$ cat src/isp_consts.vh
/*
 Constants for the SPI master controller: register offsets, field positions, reset values and timing counts.
 Assumes inclusion by bare name from the controller's design files.
*/
`ifndef ISP_CONSTS_VH
`define ISP_CONSTS_VH

`define ISP_OFF_CTRL        8'h00
`define ISP_OFF_CMD         8'h04
`define ISP_OFF_WDATA       8'h08
`define ISP_OFF_RDATA       8'h0C
`define ISP_OFF_STATUS      8'h10
`define ISP_OFF_DIV         8'h14

`define ISP_CTRL_THREE_WIRE 0
`define ISP_CTRL_MODE3      1
`define ISP_CTRL_CS_SEL_LO  4
`define ISP_CTRL_CS_SEL_HI  5

`define ISP_CMD_ADDR_LO     0
`define ISP_CMD_ADDR_HI     6
`define ISP_CMD_READ        7
`define ISP_CMD_LEN_LO      8
`define ISP_CMD_LEN_HI      11

`define ISP_ST_BUSY         0
`define ISP_ST_DONE         1
`define ISP_ST_RVALID       2
`define ISP_ST_WNEED        3

`define ISP_CTRL_RST        32'h0000_0000
`define ISP_DIV_RST         8'h08
`define ISP_DIV_MIN         8'h05

`define ISP_ICTRL_ADDR      7'h00
`define ISP_ICTRL_3W_BIT    7
`define ISP_ICTRL_AI_BIT    6

`endif

$ cat src/isp_clk_div.v
/*
 Serial clock divider: pulses a one-cycle tick every half-period count while running.
 Assumes pclk domain; half period from a register of the same domain.
*/
`timescale 1ns/100ps
module isp_clk_div (
    input  wire       pclk,
    input  wire       presetn,
    input  wire       run,
    input  wire [7:0] half_cnt,
    output reg        tick_r
);
    reg [7:0] cnt_r;

    always @(posedge pclk or negedge presetn) begin
        if (!presetn) begin
            cnt_r  <= 8'h00;
            tick_r <= 1'b0;
        end else if (!run) begin
            cnt_r  <= 8'h00;
            tick_r <= 1'b0;
        end else if (cnt_r + 8'h01 >= half_cnt) begin
            cnt_r  <= 8'h00;
            tick_r <= 1'b1;
        end else begin
            cnt_r  <= cnt_r + 8'h01;
            tick_r <= 1'b0;
        end
    end
endmodule

$ cat src/isp_master.v
/*
 SPI master controller driving a motion sensor's serial port, with APB registers for software.
 Assumes an SPI slave per chip select on shared clock and data lines; APB in pclk domain.
*/
// Notes on behaviour
// Four-wire uses select, clock, in and out lines; three-wire shares one data line.
// Device turns its input pin into the shared data pin in three-wire form.
// Device adapts to mode 0 or mode 3; master idles clock accordingly.
// Device control bit 7 selects three-wire; reset value is four-wire.
// Sample data on rising clock edge, change driven data on falling edge.
// Every byte goes most significant bit first.
// First byte is read flag then 7-bit address; 8-bit data bytes follow.
// Single and burst transfers; burst length set by how long clocking continues.
// Master holds chip select low from first address bit to last data bit.
// Device steps address per burst byte when auto-increment bit 6 is set.
// Auto-increment resets to 0; master should set it early for bursts.
// Master must not burst-write configuration registers; single writes only.
// Three-wire write: master drives all; read: master drives address only.
// Shared clock and data, one separate chip select per device.
// Device releases its data output while deselected or not sending.
// Chip select active low; falling edge starts, rising edge ends a transfer.
`timescale 1ns/100ps
`include "isp_consts.vh"
module isp_master #(
    parameter NCS = 4
) (
    input  wire           pclk,
    input  wire           presetn,
    input  wire           psel,
    input  wire           penable,
    input  wire           pwrite,
    input  wire [7:0]     paddr,
    input  wire [31:0]    pwdata,
    output reg  [31:0]    prdata,
    output reg            pready,
    output reg            pslverr,
    output reg            serial_clock,
    output reg  [NCS-1:0] cs_n,
    output reg            mosi_o,
    output reg            sdio_oe,
    input  wire           serial_out_line,
    input  wire           sdio_i
);
    localparam S_IDLE = 5'b00001;
    localparam S_SETUP = 5'b00010;
    localparam S_LOW = 5'b00100;
    localparam S_HIGH = 5'b01000;
    localparam S_END = 5'b10000;

    reg  [31:0] ctrl_r;
    reg  [7:0]  div_r;
    reg  [7:0]  wdata_r;
    reg         wfull_r;
    reg  [7:0]  rdata_r;
    reg         rvalid_r;
    reg         done_r;
    reg  [4:0]  state_r;
    reg  [7:0]  sh_r;
    reg  [7:0]  rx_r;
    reg  [2:0]  bit_r;
    reg  [3:0]  left_r;
    reg         first_r;
    reg         rd_r;
    reg         three_r;
    reg         gap_r;
    reg         fresh_r;
    reg  [1:0]  cs_sel_r;
    wire        tick;
    wire [1:0]  pins_s;
    wire        run = (state_r != S_IDLE);
    wire        rx_bit = three_r ? pins_s[1] : pins_s[0];
    wire        acc = psel && penable;
    wire        busy = (state_r != S_IDLE);
    wire        wneed = !wfull_r && busy && !rd_r && (left_r != 4'd0);
    wire        cmd_cfg = !pwdata[`ISP_CMD_READ] && (pwdata[6:0] == `ISP_ICTRL_ADDR);

    function [NCS-1:0] cs_dec;
        input [1:0] sel;
        input       act;
        integer     i;
        begin
            cs_dec = {NCS{1'b1}};
            for (i = 0; i < NCS; i = i + 1) begin
                if (act && (sel == i[1:0])) begin
                    cs_dec[i] = 1'b0;
                end
            end
        end
    endfunction

    // Register decode shared by the write strobes and read clears
    function is_off;
        input [7:0] adr;
        input [7:0] off;
        begin
            is_off = (adr == off);
        end
    endfunction

    isp_sync #(
        .W(2)
    ) u_sync (
        .pclk    (pclk),
        .presetn (presetn),
        .din     ({sdio_i, serial_out_line}),
        .dout_r  (pins_s)
    );

    isp_clk_div u_div (
        .pclk     (pclk),
        .presetn  (presetn),
        .run      (run),
        .half_cnt (div_r),
        .tick_r   (tick)
    );

    // APB slave, zero wait states
    always @(posedge pclk or negedge presetn) begin
        if (!presetn) begin
            prdata  <= 32'h0000_0000;
            pready  <= 1'b0;
            pslverr <= 1'b0;
        end else begin
            pready  <= psel && !penable;
            pslverr <= 1'b0;
            prdata  <= 32'h0000_0000;
            if (psel && !penable) begin
                case (paddr)
                    `ISP_OFF_CTRL: begin
                        prdata <= ctrl_r;
                    end
                    `ISP_OFF_WDATA: begin
                        prdata <= {24'h00_0000, wdata_r};
                    end
                    `ISP_OFF_RDATA: begin
                        prdata <= {24'h00_0000, rdata_r};
                    end
                    `ISP_OFF_STATUS: begin
                        prdata <= {28'h000_0000, wneed, rvalid_r, done_r, busy};
                    end
                    `ISP_OFF_DIV: begin
                        prdata <= {24'h00_0000, div_r};
                    end
                    `ISP_OFF_CMD: begin
                        prdata <= 32'h0000_0000;
                    end
                    default: begin
                        pslverr <= 1'b1;
                    end
                endcase
            end
        end
    end

    wire wr_acc = acc && pready && pwrite;
    wire rd_acc = acc && pready && !pwrite;
    wire wr_ctrl = wr_acc && is_off(paddr, `ISP_OFF_CTRL);
    wire wr_cmd = wr_acc && is_off(paddr, `ISP_OFF_CMD) && !busy;
    wire wr_wdata = wr_acc && is_off(paddr, `ISP_OFF_WDATA);
    wire wr_div = wr_acc && is_off(paddr, `ISP_OFF_DIV);
    wire rd_rdata = rd_acc && is_off(paddr, `ISP_OFF_RDATA);
    wire rd_status = rd_acc && is_off(paddr, `ISP_OFF_STATUS);
    wire byte_end = (state_r == S_HIGH) && tick && (bit_r == 3'd0);
    wire rx_store = byte_end && !first_r && rd_r;
    // Next write byte is taken at a byte boundary, or late while the clock is parked low
    wire load_tx = !rd_r && wfull_r && ((byte_end && (left_r != 4'd0)) || ((state_r == S_LOW) && gap_r));

    always @(posedge pclk or negedge presetn) begin
        if (!presetn) begin
            ctrl_r <= `ISP_CTRL_RST;
            div_r  <= `ISP_DIV_RST;
        end else begin
            if (wr_ctrl && !busy) begin
                ctrl_r <= {26'h000_0000, pwdata[5:0]};
            end
            if (wr_div) begin
                div_r <= (pwdata[7:0] < `ISP_DIV_MIN) ? `ISP_DIV_MIN : pwdata[7:0];
            end
        end
    end

    // Serial engine
    always @(posedge pclk or negedge presetn) begin
        if (!presetn) begin
            state_r      <= S_IDLE;
            serial_clock <= 1'b0;
            cs_n         <= {NCS{1'b1}};
            mosi_o       <= 1'b0;
            sdio_oe      <= 1'b0;
            sh_r         <= 8'h00;
            rx_r         <= 8'h00;
            bit_r        <= 3'd7;
            left_r       <= 4'd0;
            first_r      <= 1'b0;
            rd_r         <= 1'b0;
            three_r      <= 1'b0;
            gap_r        <= 1'b0;
            fresh_r      <= 1'b0;
            cs_sel_r     <= 2'd0;
            wdata_r      <= 8'h00;
            wfull_r      <= 1'b0;
            rdata_r      <= 8'h00;
            rvalid_r     <= 1'b0;
            done_r       <= 1'b0;
        end else begin
            if (wr_wdata) begin
                wdata_r <= pwdata[7:0];
                wfull_r <= 1'b1;
            end else if (load_tx) begin
                wfull_r <= 1'b0;
            end
            // A byte stored at the setup edge was not the one returned, so it stays valid
            fresh_r <= rx_store;
            if (rd_rdata && !rx_store && !fresh_r) begin
                rvalid_r <= 1'b0;
            end
            // Only a done flag that the read actually returned is cleared
            if (rd_status && prdata[`ISP_ST_DONE] && !(state_r == S_END && tick)) begin
                done_r <= 1'b0;
            end
            case (state_r)
                S_IDLE: begin
                    serial_clock <= ctrl_r[`ISP_CTRL_MODE3];
                    sdio_oe      <= 1'b0;
                    if (wr_cmd) begin
                        three_r  <= ctrl_r[`ISP_CTRL_THREE_WIRE];
                        gap_r    <= 1'b0;
                        cs_sel_r <= ctrl_r[`ISP_CTRL_CS_SEL_HI:`ISP_CTRL_CS_SEL_LO];
                        rd_r     <= pwdata[`ISP_CMD_READ];
                        sh_r     <= pwdata[7:0];
                        // Device control registers take single writes only
                        if (cmd_cfg && (pwdata[11:8] > 4'd1)) begin
                            left_r <= 4'd1;
                        end else begin
                            left_r <= pwdata[`ISP_CMD_LEN_HI:`ISP_CMD_LEN_LO];
                        end
                        first_r  <= 1'b1;
                        bit_r    <= 3'd7;
                        state_r  <= S_SETUP;
                    end
                end
                S_SETUP: begin
                    cs_n    <= cs_dec(cs_sel_r, 1'b1);
                    mosi_o  <= sh_r[7];
                    sdio_oe <= 1'b1;
                    if (tick) begin
                        state_r      <= S_LOW;
                        serial_clock <= 1'b0;
                    end
                end
                S_LOW: begin
                    // A stalled write holds the clock low with select kept asserted
                    if (gap_r) begin
                        if (wfull_r) begin
                            sh_r   <= wdata_r;
                            mosi_o <= wdata_r[7];
                            gap_r  <= 1'b0;
                        end
                    end else if (tick) begin
                        serial_clock <= 1'b1;
                        rx_r         <= {rx_r[6:0], rx_bit};
                        state_r      <= S_HIGH;
                    end
                end
                S_HIGH: begin
                    if (tick) begin
                        serial_clock <= 1'b0;
                        if (bit_r != 3'd0) begin
                            bit_r   <= bit_r - 3'd1;
                            sh_r    <= {sh_r[6:0], 1'b0};
                            mosi_o  <= sh_r[6];
                            state_r <= S_LOW;
                        end else begin
                            bit_r <= 3'd7;
                            if (!first_r && rd_r) begin
                                rdata_r  <= rx_r;
                                rvalid_r <= 1'b1;
                            end
                            if (left_r == 4'd0) begin
                                state_r <= S_END;
                                sdio_oe <= 1'b0;
                            end else begin
                                left_r  <= left_r - 4'd1;
                                first_r <= 1'b0;
                                state_r <= S_LOW;
                                if (rd_r) begin
                                    sdio_oe <= 1'b0;
                                    mosi_o  <= 1'b0;
                                end else begin
                                    sdio_oe <= 1'b1;
                                    if (wfull_r) begin
                                        sh_r   <= wdata_r;
                                        mosi_o <= wdata_r[7];
                                    end else begin
                                        gap_r <= 1'b1;
                                    end
                                end
                            end
                        end
                    end
                end
                S_END: begin
                    // Idle level returns only after select is high, so no extra sample edge
                    if (tick) begin
                        cs_n    <= {NCS{1'b1}};
                        done_r  <= 1'b1;
                        state_r <= S_IDLE;
                    end
                end
                default: begin
                    state_r <= S_IDLE;
                end
            endcase
        end
    end
endmodule

$ cat src/isp_sync.v
/*
 Two-flop synchroniser for link input pins.
 Assumes asynchronous input to the pclk domain.
*/
`timescale 1ns/100ps
module isp_sync #(
    parameter W = 2
) (
    input  wire         pclk,
    input  wire         presetn,
    input  wire [W-1:0] din,
    output reg  [W-1:0] dout_r
);
    reg [W-1:0] meta_r;

    always @(posedge pclk or negedge presetn) begin
        if (!presetn) begin
            meta_r <= {W{1'b0}};
            dout_r <= {W{1'b0}};
        end else begin
            meta_r <= din;
            dout_r <= meta_r;
        end
    end
endmodule
$ cat config.mk
export PLATFORM = sky130hd
export DESIGN_NAME = isp_master
export DESIGN_NICKNAME = d
export VERILOG_FILES = /design/src/isp_clk_div.v /design/src/isp_master.v /design/src/isp_sync.v
export VERILOG_INCLUDE_DIRS = /design/src
export SDC_FILE = /design/constraint.sdc
export NUM_CORES = 1
export LEC_CHECK = 0
export BUFFER_PORTS_ARGS = -buffer_cell sky130_fd_sc_hd__clkbuf_2
export CORE_ASPECT_RATIO = 0.6
export CORE_MARGIN = 5
export CORE_UTILIZATION = 40
export DETAILED_ROUTE_END_ITERATION = 10
export PLACE_DENSITY = 0.58
export SYNTH_ARGS = -nofsm -noshare
export SYNTH_HDL_FRONTEND = slang
export SYNTH_SLANG_ARGS = --single-unit
$ cat constraint.sdc
create_clock -name pclk -period 2.7 [get_ports pclk]
set_input_delay 0.135 -clock pclk [delete_from_list [all_inputs] [get_ports pclk]]
set_output_delay 0.135 -clock pclk [all_outputs]
set_load 0.03 [all_outputs]
==> results of run 1 <==
registers in the layout (all words and copies together) (netlist names), 3 cells and up:
signal / flops
div_r: 8
u_div.cnt_r: 8
left_r: 4
rx_r: 8
sh_r: 8
prdata: 8
state_r: 5
bit_r: 3
wdata_r: 8
ctrl_r: 6
cs_n: 4
rdata_r: 8
routing by layer:
metal | share of wire, % | global-route usage, % | up-vias
met2 | 44 | 25.3 | 123
li1 | - | - | 1893
met4 | 1.0 | 3.60 | 0
met1 | 50 | 26.9 | 1989
met3 | 5.9 | 4.52 | 12
met5 | 0 | 0 | -
report_power, final:
| part | switching, mW | total, mW | internal (mW) | leakage (nW) |
|---|---|---|---|---|
| clock | 0.589 | 1.41 | 0.823 | 0.162 |
| combinational | 0.137 | 0.179 | 0.0426 | 1.40 |
| sequential | 0.00561 | 1.48 | 1.48 | 1.26 |
per-stage QoR:
step	util [%]	area [um2]	setup slack [ns]	power [mW]	hold WS, ns
after floorplan	-	5350	0.464	1.63	-0.161
after global placement	43.6	5610	0.183	1.68	0.239
after detailed placement	43.6	5610	0.0906	1.69	0.245
after CTS	46.4	5960	0.0900	3.10	0.0585
after global routing	46.4	5960	0.123	3.18	0.0704
final	46.4	5960	0.241	3.07	0.0726
worst max-delay path: cells and delay by family, from the launching register on:
family,cells,cell delay [ns]
adders and majority gates,1,0.24
AOI/OAI and AO/OA,2,0.66
and+or+nand+nor,2,0.40
DFF,1,0.41
buffers and inverters,2,0.23
muxes,1,0.39
cells in the final DEF, fill, tap and decap left out, drive strengths merged, types with 5 or more instances in the layout:
cell,netlist,routed
clkbuf,18,51
dfstp,9,9
nor2,43,43
a21oi,20,20
ha,12,12
a31oi,8,8
mux2,50,50
and2,5,5
nand2,38,38
nand4,10,10
and3,5,5
inv,20,23
a22oi,7,7
o21ai,21,21
nor3,7,7
mux2i,16,16
buf,32,15
xnor2,5,5
dfrtp,89,89
nand2b,6,6
o31ai,6,6
o221ai,7,7
nand3,12,12
nor3b,8,8
conb,1,24
kinds of logic (layout without fill, tap and decap cells):
logic type | after synthesis | after routing | share of synthesized area [%]
simple gates | 155 | 155 | 15.2
compound gates | 103 | 103 | 13.2
xor+xnor | 7 | 7 | 1.16
fa+ha+maj | 12 | 12 | 2.85
mux | 66 | 66 | 14.0
flops | 98 | 98 | 46.8
buf+inv | 70 | 96 | 6.82
other cells | 1 | 24 | 0.0712
timing repair:
item | in CTS | in global routing
hold buffers | 3 | 0
endpoints found under the setup margin | 0 | 9
endpoints found under the hold margin | 49 | 0
gates resized for setup | 0 | 1
area by class of cell:
type,instances,share of cell area (%)
Multi-Input combinational cell,367,42.5
Sequential cell,98,41.3
Timing Repair Buffer,60,5.92
Clock buffer,9,3.78
Tap cell,170,3.57
Clock inverter,7,1.66
Inverter,20,1.26
path summary, 6_finish.rpt:
check,end
worst min-delay path,left_r[3]
worst min register to register,u_sync.dout_r[0]
worst max register to register,sh_r[2]
min in group asynchronous,state_r[1]
max in group asynchronous,prdata[1]
worst max-delay path,sh_r[2]
==> run summary, run 1 <==
outcome = complete, no violations
total grt overflow = 0
Area Overhead vs Synth = 13.2%
DRT iter0 DRCs = 278
setup violators final = 0
crit share post-route = 91.1%
Power Dens Cells = 515 mW/mm2
IR drop worst, VDD = 332 uV
Finished Layout Cells = 731
Hold Crit Class = in -> reg
dominant cell by count in the synthesized netlist = dfrtp_1
share of cells above drive strength 1 = 25.3%
most frequent cells after synthesis = 89 x dfrtp_1, 50 x mux2_2, 43 x nor2_1
Crit Path Class = reg -> reg
DRC errors left = 0
largest net degree at the start of global routing = 57
Distinct cells, synth = 63
clk_lat worst skew = 0.34 ns
sequential fraction of the synthesis area = 46.8%
Die X-Extent = 158 um
Post-synth EDFFs = 0
startpoint types = flop
routed vias = 4,017
crit path max fanout = 8
largest cells by area after synthesis = dfrtp_1 42%, mux2_2 11%, dfstp_2 4.5%
flop2flop setup slack = 0.24 ns
final hold viol count = 0
drt first pass iters = 6
Worst Max-Slew Pin Slew = 0.742 ns
crit path from = left_r[0]
total CTS buffers = 9
DIE AREA = 0.0156 mm2
Root Buffer Master = clkbuf_16
sequential cell area = 0.00246 mm2
Synth top area share = 42.3%
vias in the first global route = 3,932
Rows = 32
Antenna Cells = 0
crit end category = flop
routed wire length = 13,500 um
CTS Buffer Depth = 2
Worst slew margin = 50.6%
Post-Syn Area = 0.00527 mm2
Peak Freq = 407 MHz
Synth Flop Type = dfrtp_1
max_cap viols = 0
antenna-violating nets left = 0
asr flop ratio synth = 100%
io pins = 88
wire length per cell = 18.5 um
initial antenna violation count = 0
Fillers = 1,213
Max Transition Viols Final = 0
FF-to-FF Start = left_r[0]
placed cells = 712
RSZ-0062 raised after global routing = false
Clock Skew = 0.00680 ns
syn_area_per_cell = 10.3 um2
Yosys top cell by area = dfrtp_1
hold path depth = 3
Hold Path Origin = pwdata[11]
# port buffers = 43
CP required = 2.93 ns
DP HPWL = 10,000 um
crit-path cells = inv_1 -> ha_1 -> nor3b_1 -> buf_4 -> nor2_1 -> o31ai_1 -> a21oi_2 -> mux2_2
Worst Path Arrival = 2.69 ns
final sum of negative setup slack = 0 ns
vias per inst = 5.50
multi-input logic area = 0.00254 mm2
Final GP Congestion = 0.891
synthesized netlist cell count = 512
crit path max-delay cell type = a21oi_2
DIE HEIGHT = 98.9 um
Total Routing Usage GR = 17.7%
Initial Util = 41.0%
leakage = 2.81 nW
fin nets = 615
yosys warns = 0
first-pass GRT wire length = 21,600 um
flops & latches, synth = 98
post-layout minimum cycle time = 2.46 ns
CTS sink cnt = 98
number of setup buffers added after CTS = 0
worst r2r path cells = 8
Max H-tree Level = 3
clock slew at reported path FFs = 0.07 ns
Core Region = 0.0129 mm2
Worst path max stage delay = 0.45 ns
TritonCTS clock tree = done
No activity file was read; power rests on OpenSTA's default activity.
==> inputs of run 2 (changes only) <==
- ABC_AREA: default -> 1
==> run summary, run 2 <==
outcome = complete, no violations
most common cell after layout, fill and taps aside = nand2_1
Peak Freq = 432 MHz
logic gate share of total power = 12.0%
clk_lat worst skew = 0.34 ns
fin util = 45.3%
Setup WS pre-CTS = 0.391 ns
most frequent cells in the layout = 206 x nand2_1, 89 x dfrtp_1, 74 x nand3_1
crit-path cells = ha_1 -> nand3_1 -> nand3b_1 -> xor2_1 -> inv_1 -> ha_1 -> nand2_1 -> nor2_1 -> a211oi_1 -> nand3_1 -> nand2_1 -> inv_1
CP bufs+invs = 2
Crit Path Class = reg -> reg
wire length per cell = 14.9 um
CTS sink cnt = 98
CP required = 2.94 ns
Sequential Power Share = 46.3%
leakage = 3.13 nW
DRC errors left = 0
Synth top area share = 40.7%
flops & latches, synth = 98
sw power = 873 uW
post-layout minimum cycle time = 2.31 ns
crit share post-route = 85.7%
CTS Buffer Depth = 2
number of setup buffers added after CTS = 0
Initial Util = 40.4%
Rows = 33
dominant cell by count in the synthesized netlist = nand2_1
Max Transition Viols Final = 0
first-pass GRT wire length = 22,800 um
crit path max fanout = 9
Worst path max stage delay = 0.40 ns
Worst Max-Slew Pin Slew = 0.727 ns
IR drop worst, VDD = 288 uV
Clock Skew = 0.00649 ns
DRT iter0 DRCs = 365
routed vias = 4,572
routed wire length = 13,800 um
sequential fraction of the synthesis area = 45.0%
Worst slew margin = 51.5%
startpoint types = flop
final sum of negative setup slack = 0 ns
hold path depth = 2
Sw Share = 25.7%
clock slew at reported path FFs = 0.07 ns
vias in the first global route = 4,377
antenna-violating nets left = 0
setup violators final = 0
Core Region = 0.0135 mm2
RSZ-0062 raised after global routing = false
Hold Path End = pready
Yosys top cell by area = dfrtp_1
max_cap viols = 0
crit path max-delay cell type = dfrtp_1
Worst Path Arrival = 2.55 ns
Hold Path Origin = penable
syn_area_per_cell = 7.77 um2
synthesized netlist cell count = 704
Die X-Extent = 161 um
Worst path top cell family by delay = simple AND/OR/NAND/NOR gates
io pins = 88
Worst R2R End = u_div.tick_r
asr flop ratio synth = 100%
vias per inst = 4.91
largest net degree at the start of global routing = 75
FF-to-FF Start = u_div.cnt_r[0]
Max H-tree Level = 3
Final GP Congestion = 0.920
Clock power frac = 41.7%
total grt overflow = 0
Synth Flop Type = dfrtp_1
DP HPWL = 10,800 um
crit path from = u_div.cnt_r[0]
DIE AREA = 0.0162 mm2
internal cell power = 2.53 mW
# port buffers = 43
Antenna Cells = 0
final worst slack = 0.387 ns
share of cells above drive strength 1 = 16.9%
flop2flop setup slack = 0.39 ns
drt first pass iters = 7
most frequent cells after synthesis = 206 x nand2_1, 89 x dfrtp_1, 74 x nand3_1
total CTS buffers = 9
crit end category = flop
Distinct cells, synth = 41
Hold Crit Class = in -> reg
worst r2r path cells = 12
DIE HEIGHT = 101 um
yosys warns = 0
Total Routing Usage GR = 17.8%
fin nets = 810
initial antenna violation count = 0
Root Buffer Master = clkbuf_16
final hold viol count = 0
largest cells by area after synthesis = dfrtp_1 41%, nand2_1 14%, nand3_1 6.8%
Area Overhead vs Synth = 12.1%
Post-Syn Area = 0.00547 mm2
Power Dens Cells = 554 mW/mm2
Post-synth EDFFs = 0
TritonCTS clock tree = done
==> run 2: cell count changes after synthesis, moves of 14 or more <==
| cell | previous run | this run |
|---|---|---|
| mux2i_1 | 15 | 1 |
| nor2_1 | 43 | 58 |
| nand3_1 | 12 | 74 |
| o21ai_1 | 1 | 17 |
| mux2_2 | 50 | 0 |
| o21ai_0 | 20 | 35 |
| nand2_1 | 38 | 206 |
| inv_1 | 20 | 72 |
| clkbuf_1 | 18 | 2 |
==> run 2: area by class of cell <==
| cell class | count | area (um2) |
|---|---|---|
| sequential | 98 | 2460 |
| multi-input combinational | 513 | 2530 |
| inverter | 78 | 293 |
| clock buffer | 12 | 256 |
| tap | 175 | 219 |
| clock inverter | 4 | 75.1 |
| fill | 1351 | 7410 |
| timing repair buffer | 51 | 298 |
==> run 2: timing repair <==
| item | CTS | global route |
|---|---|---|
| resized for setup | 0 | 0 |
| hold buffers | 3 | 0 |
| hold endpoints to repair | 26 | 0 |
==> run 2: layer usage <==
layer,GRT usage [%],part of all wire (%),vias to the layer above
met5,0,0,-
met4,3.80,0.99,0
met1,27.7,52,2111
li1,-,-,2285
met3,5.48,9.0,12
met2,23.9,38,164
==> run 2: through the flow <==
| step | power [mW] | hold slack [ns] | std cells | instance area [um2] |
|---|---|---|---|---|
| after floorplan | 1.90 | -0.161 | 727 | 5560 |
| after global placement | 1.98 | 0.0624 | 912 | 5770 |
| after detailed placement | 2.00 | 0.0641 | 912 | 5770 |
| after CTS | 3.44 | 0.00987 | 931 | 6130 |
| after global routing | 3.56 | 0.0233 | 931 | 6130 |
| final | 3.40 | 0.0208 | 931 | 6130 |
==> run 2: power by group through the flow <==
| stage | clock network (mW) | registers (mW) | logic, mW |
|---|---|---|---|
| finish | 1.42 | 1.57 | 0.409 |
| global route | 1.52 | 1.58 | 0.464 |
| CTS | 1.46 | 1.57 | 0.408 |
| detailed placement | 0 | 1.60 | 0.403 |
| global placement | 0 | 1.60 | 0.387 |
| floorplan | 0 | 1.59 | 0.306 |
==> run 2: worst register-to-register path, cell delays in order (launching register included) <==
cell	delay, ns
dfrtp_1	0.40
ha_1	0.23
nand3_1	0.12
nand3b_1	0.14
xor2_1	0.15
inv_1	0.07
ha_1	0.27
nand2_1	0.08
nor2_1	0.05
a211oi_1	0.21
nand3_1	0.31
nand2_1	0.15
inv_1	0.04
==> run 2: kinds of logic (layout without fill, tap and decap cells) <==
family	after synthesis	in the layout	synth area share [%]
AND/OR/NAND/NOR	388	388	32.0
buffers and inverters	116	145	10.3
flip-flops	98	98	45.0
AO/OA/AOI/OAI	80	80	8.39
adder cells (fa/ha/maj)	12	12	2.74
XOR/XNOR	8	8	1.28
other	1	24	0.0685
multiplexers	1	1	0.183
==> run 2: how the worst max path moves through the flow <==
stage                     cells after the start           end  slack (ns)
after global routing                         12  u_div.tick_r        0.10
after floorplan                              12  u_div.tick_r        0.69
after detailed placement                     12  u_div.tick_r        0.39
final                                        12  u_div.tick_r        0.39
after global placement                       12  u_div.tick_r        0.46
after CTS                                    12  u_div.tick_r        0.37
==> inputs of run 3 (changes only) <==
- SYNTH_HIERARCHICAL: default -> 1
==> run summary, run 3 <==
outcome = complete, no violations
Power Dens Cells = 534 mW/mm2
fin nets = 832
Core Region = 0.0137 mm2
dominant cell by count in the synthesized netlist = nand2_1
synthesized netlist cell count = 727
most common cell after layout, fill and taps aside = nand2_1
Max H-tree Level = 3
crit path max fanout = 4
DIE HEIGHT = 102 um
Total Routing Usage GR = 18.0%
placed inst area = 0.00594 mm2
Synth top area share = 39.6%
DIE AREA = 0.0166 mm2
CTS resizes = 0
Post-Syn Area = 0.00562 mm2
Hold Path Origin = penable
startpoint types = flop
initial antenna violation count = 0
Yosys top cell by area = dfrtp_1
RSZ-0062 raised after global routing = false
vias in the first global route = 4,554
Peak Freq = 482 MHz
largest net degree at the start of global routing = 59
asr flop ratio synth = 100%
Fillers = 1,414
DP HPWL = 11,200 um
total CTS buffers = 9
setup violators final = 0
met3 wire length = 1180 um
CP required = 2.92 ns
drt first pass iters = 5
final sum of negative setup slack = 0 ns
first-pass GRT wire length = 23,500 um
Post-synth EDFFs = 0
IR drop worst, VDD = 276 uV
Final GP Congestion = 0.873
share of cells above drive strength 1 = 16.6%
Antenna Cells = 0
Design Area, Final = 0.00628 mm2
crit path max-delay cell type = dfrtp_1
Max Transition Viols Final = 0
Die X-Extent = 163 um
Worst path max stage delay = 0.42 ns
crit path from = u_div/cnt_r[0]
Worst slew margin = 48.6%
routed wire length = 14,200 um
antenna-violating nets left = 0
sequential fraction of the synthesis area = 43.8%
Setup WS pre-CTS = 0.633 ns
clock slew at reported path FFs = 0.07 ns
wire length per cell = 14.6 um
TritonCTS clock tree = done
DRT iter0 DRCs = 509
CP bufs+invs = 1
# port buffers = 43
FF-to-FF Start = u_div/cnt_r[0]
post-layout minimum cycle time = 2.07 ns
clk_lat worst skew = 0.34 ns
crit share post-route = 76.8%
metal1 wirelength = 7410 um
vias per inst = 4.93
DRC errors left = 0
met2 WL = 5560 um
Worst path top cell family by delay = adder cells
PnR Total Power = 3.36 mW
largest cells by area after synthesis = dfrtp_1 40%, nand2_1 13%, nand3_1 6.9%
routed vias = 4,784
crit-path cells = ha_1 -> nand2_1 -> nor2_2 -> nand2_1 -> xor2_1 -> inv_1 -> ha_1 -> nand2_1 -> nor2_1 -> nor2_1 -> a21boi_0
final worst slack = 0.625 ns
Worst Path Arrival = 2.29 ns
Crit Path Class = reg -> reg
total grt overflow = 0
Hold Crit Class = in -> reg
io pins = 88
CTS sink cnt = 98
top sig layer = met4
max_cap viols = 0
flops & latches, synth = 98
yosys warns = 6
most used cell, CP = nand2_1
Rows = 33
final hold viol count = 0
most frequent cells after synthesis = 192 x nand2_1, 89 x dfrtp_1, 88 x inv_1
Root Buffer Master = clkbuf_16
syn_area_per_cell = 7.73 um2
leakage = 3.25 nW
Worst Max-Slew Pin Slew = 0.771 ns
Area Overhead vs Synth = 11.7%
Distinct cells, synth = 39
Synth Flop Type = dfrtp_1
CTS Buffer Depth = 2
most frequent cells in the layout = 192 x nand2_1, 89 x dfrtp_1, 88 x inv_1
crit end category = flop
Initial Util = 41.0%
Clock Skew = 0.00532 ns
hold_ws = 0.0211 ns
run 3: cell count changes in the layout (fill, tap and decap cells not counted), sizes merged, moves of 3 or more:
cell / before / now
inv: 77 / 93
nor2: 72 / 90
nand3: 80 / 91
o21ai: 61 / 58
nand2: 216 / 203
run 3: kinds of logic after synthesis:
logic type	share of synthesized area, %
adder cells (fa/ha/maj)	2.67
multiplexers	0.178
XOR/XNOR	0.623
flip-flops	43.8
other	0.0667
buffers and inverters	10.9
AO/OA/AOI/OAI	7.41
AND/OR/NAND/NOR	34.3
run 3: where the power goes:
group / internal (mW) / switching [mW] / total [mW]
clock: 0.749 / 0.570 / 1.32
sequential: 1.54 / 0.0410 / 1.58
combinational: 0.151 / 0.307 / 0.458
run 3: metal layers:
layer | GRT usage (%) | vias to the layer above
li1 | - | 2352
met1 | 28.7 | 2281
met2 | 24.7 | 146
met3 | 4.23 | 5
met4 | 3.22 | 0
met5 | 0 | -
run 3: worst paths after layout:
kind,to,cells past startpoint,slack (ns)
hold / removal,pready,2,0.02
hold reg to reg,u_sync/dout_r[0],0,0.36
setup / recovery,u_div/tick_r,11,0.63
min in group asynchronous,u_sync/meta_r[0],2,0.41
max in group asynchronous,state_r[0],3,1.53
setup reg to reg,u_div/tick_r,11,0.63
run 3: worst reg2reg max path: stages, from the launching register on:
cell      delay [ns]
dfrtp_1         0.42
ha_1            0.22
nand2_1         0.10
nor2_2          0.05
nand2_1         0.06
xor2_1          0.18
inv_1           0.06
ha_1            0.26
nand2_1         0.06
nor2_1          0.13
nor2_1          0.08
a21boi_0        0.32
run 3: timing repair:
| item | CTS | global route |
|---|---|---|
| hold buffers | 3 | 0 |
| buffers inserted | 0 | 0 |
| endpoints found under the hold margin | 52 | 0 |
run 3: cell type report:
type | instances | area [um2] | share of cell area [%]
multi-input cells | 522 | 2630 | 41.9
flip-flops and latches | 98 | 2460 | 39.2
inverters | 92 | 348 | 5.54
repair buffers | 50 | 290 | 4.62
clock buffers | 11 | 243 | 3.87
well taps | 192 | 240 | 3.83
clock inverters | 5 | 62.6 | 0.996
run 3: metrics by stage:
| step | cells | util (%) |
|---|---|---|
| floorplan | 750 | - |
| global placement | 951 | 43.4 |
| detailed placement | 951 | 43.4 |
| CTS | 970 | 45.8 |
| global route | 970 | 45.8 |
| finish | 970 | 45.8 |
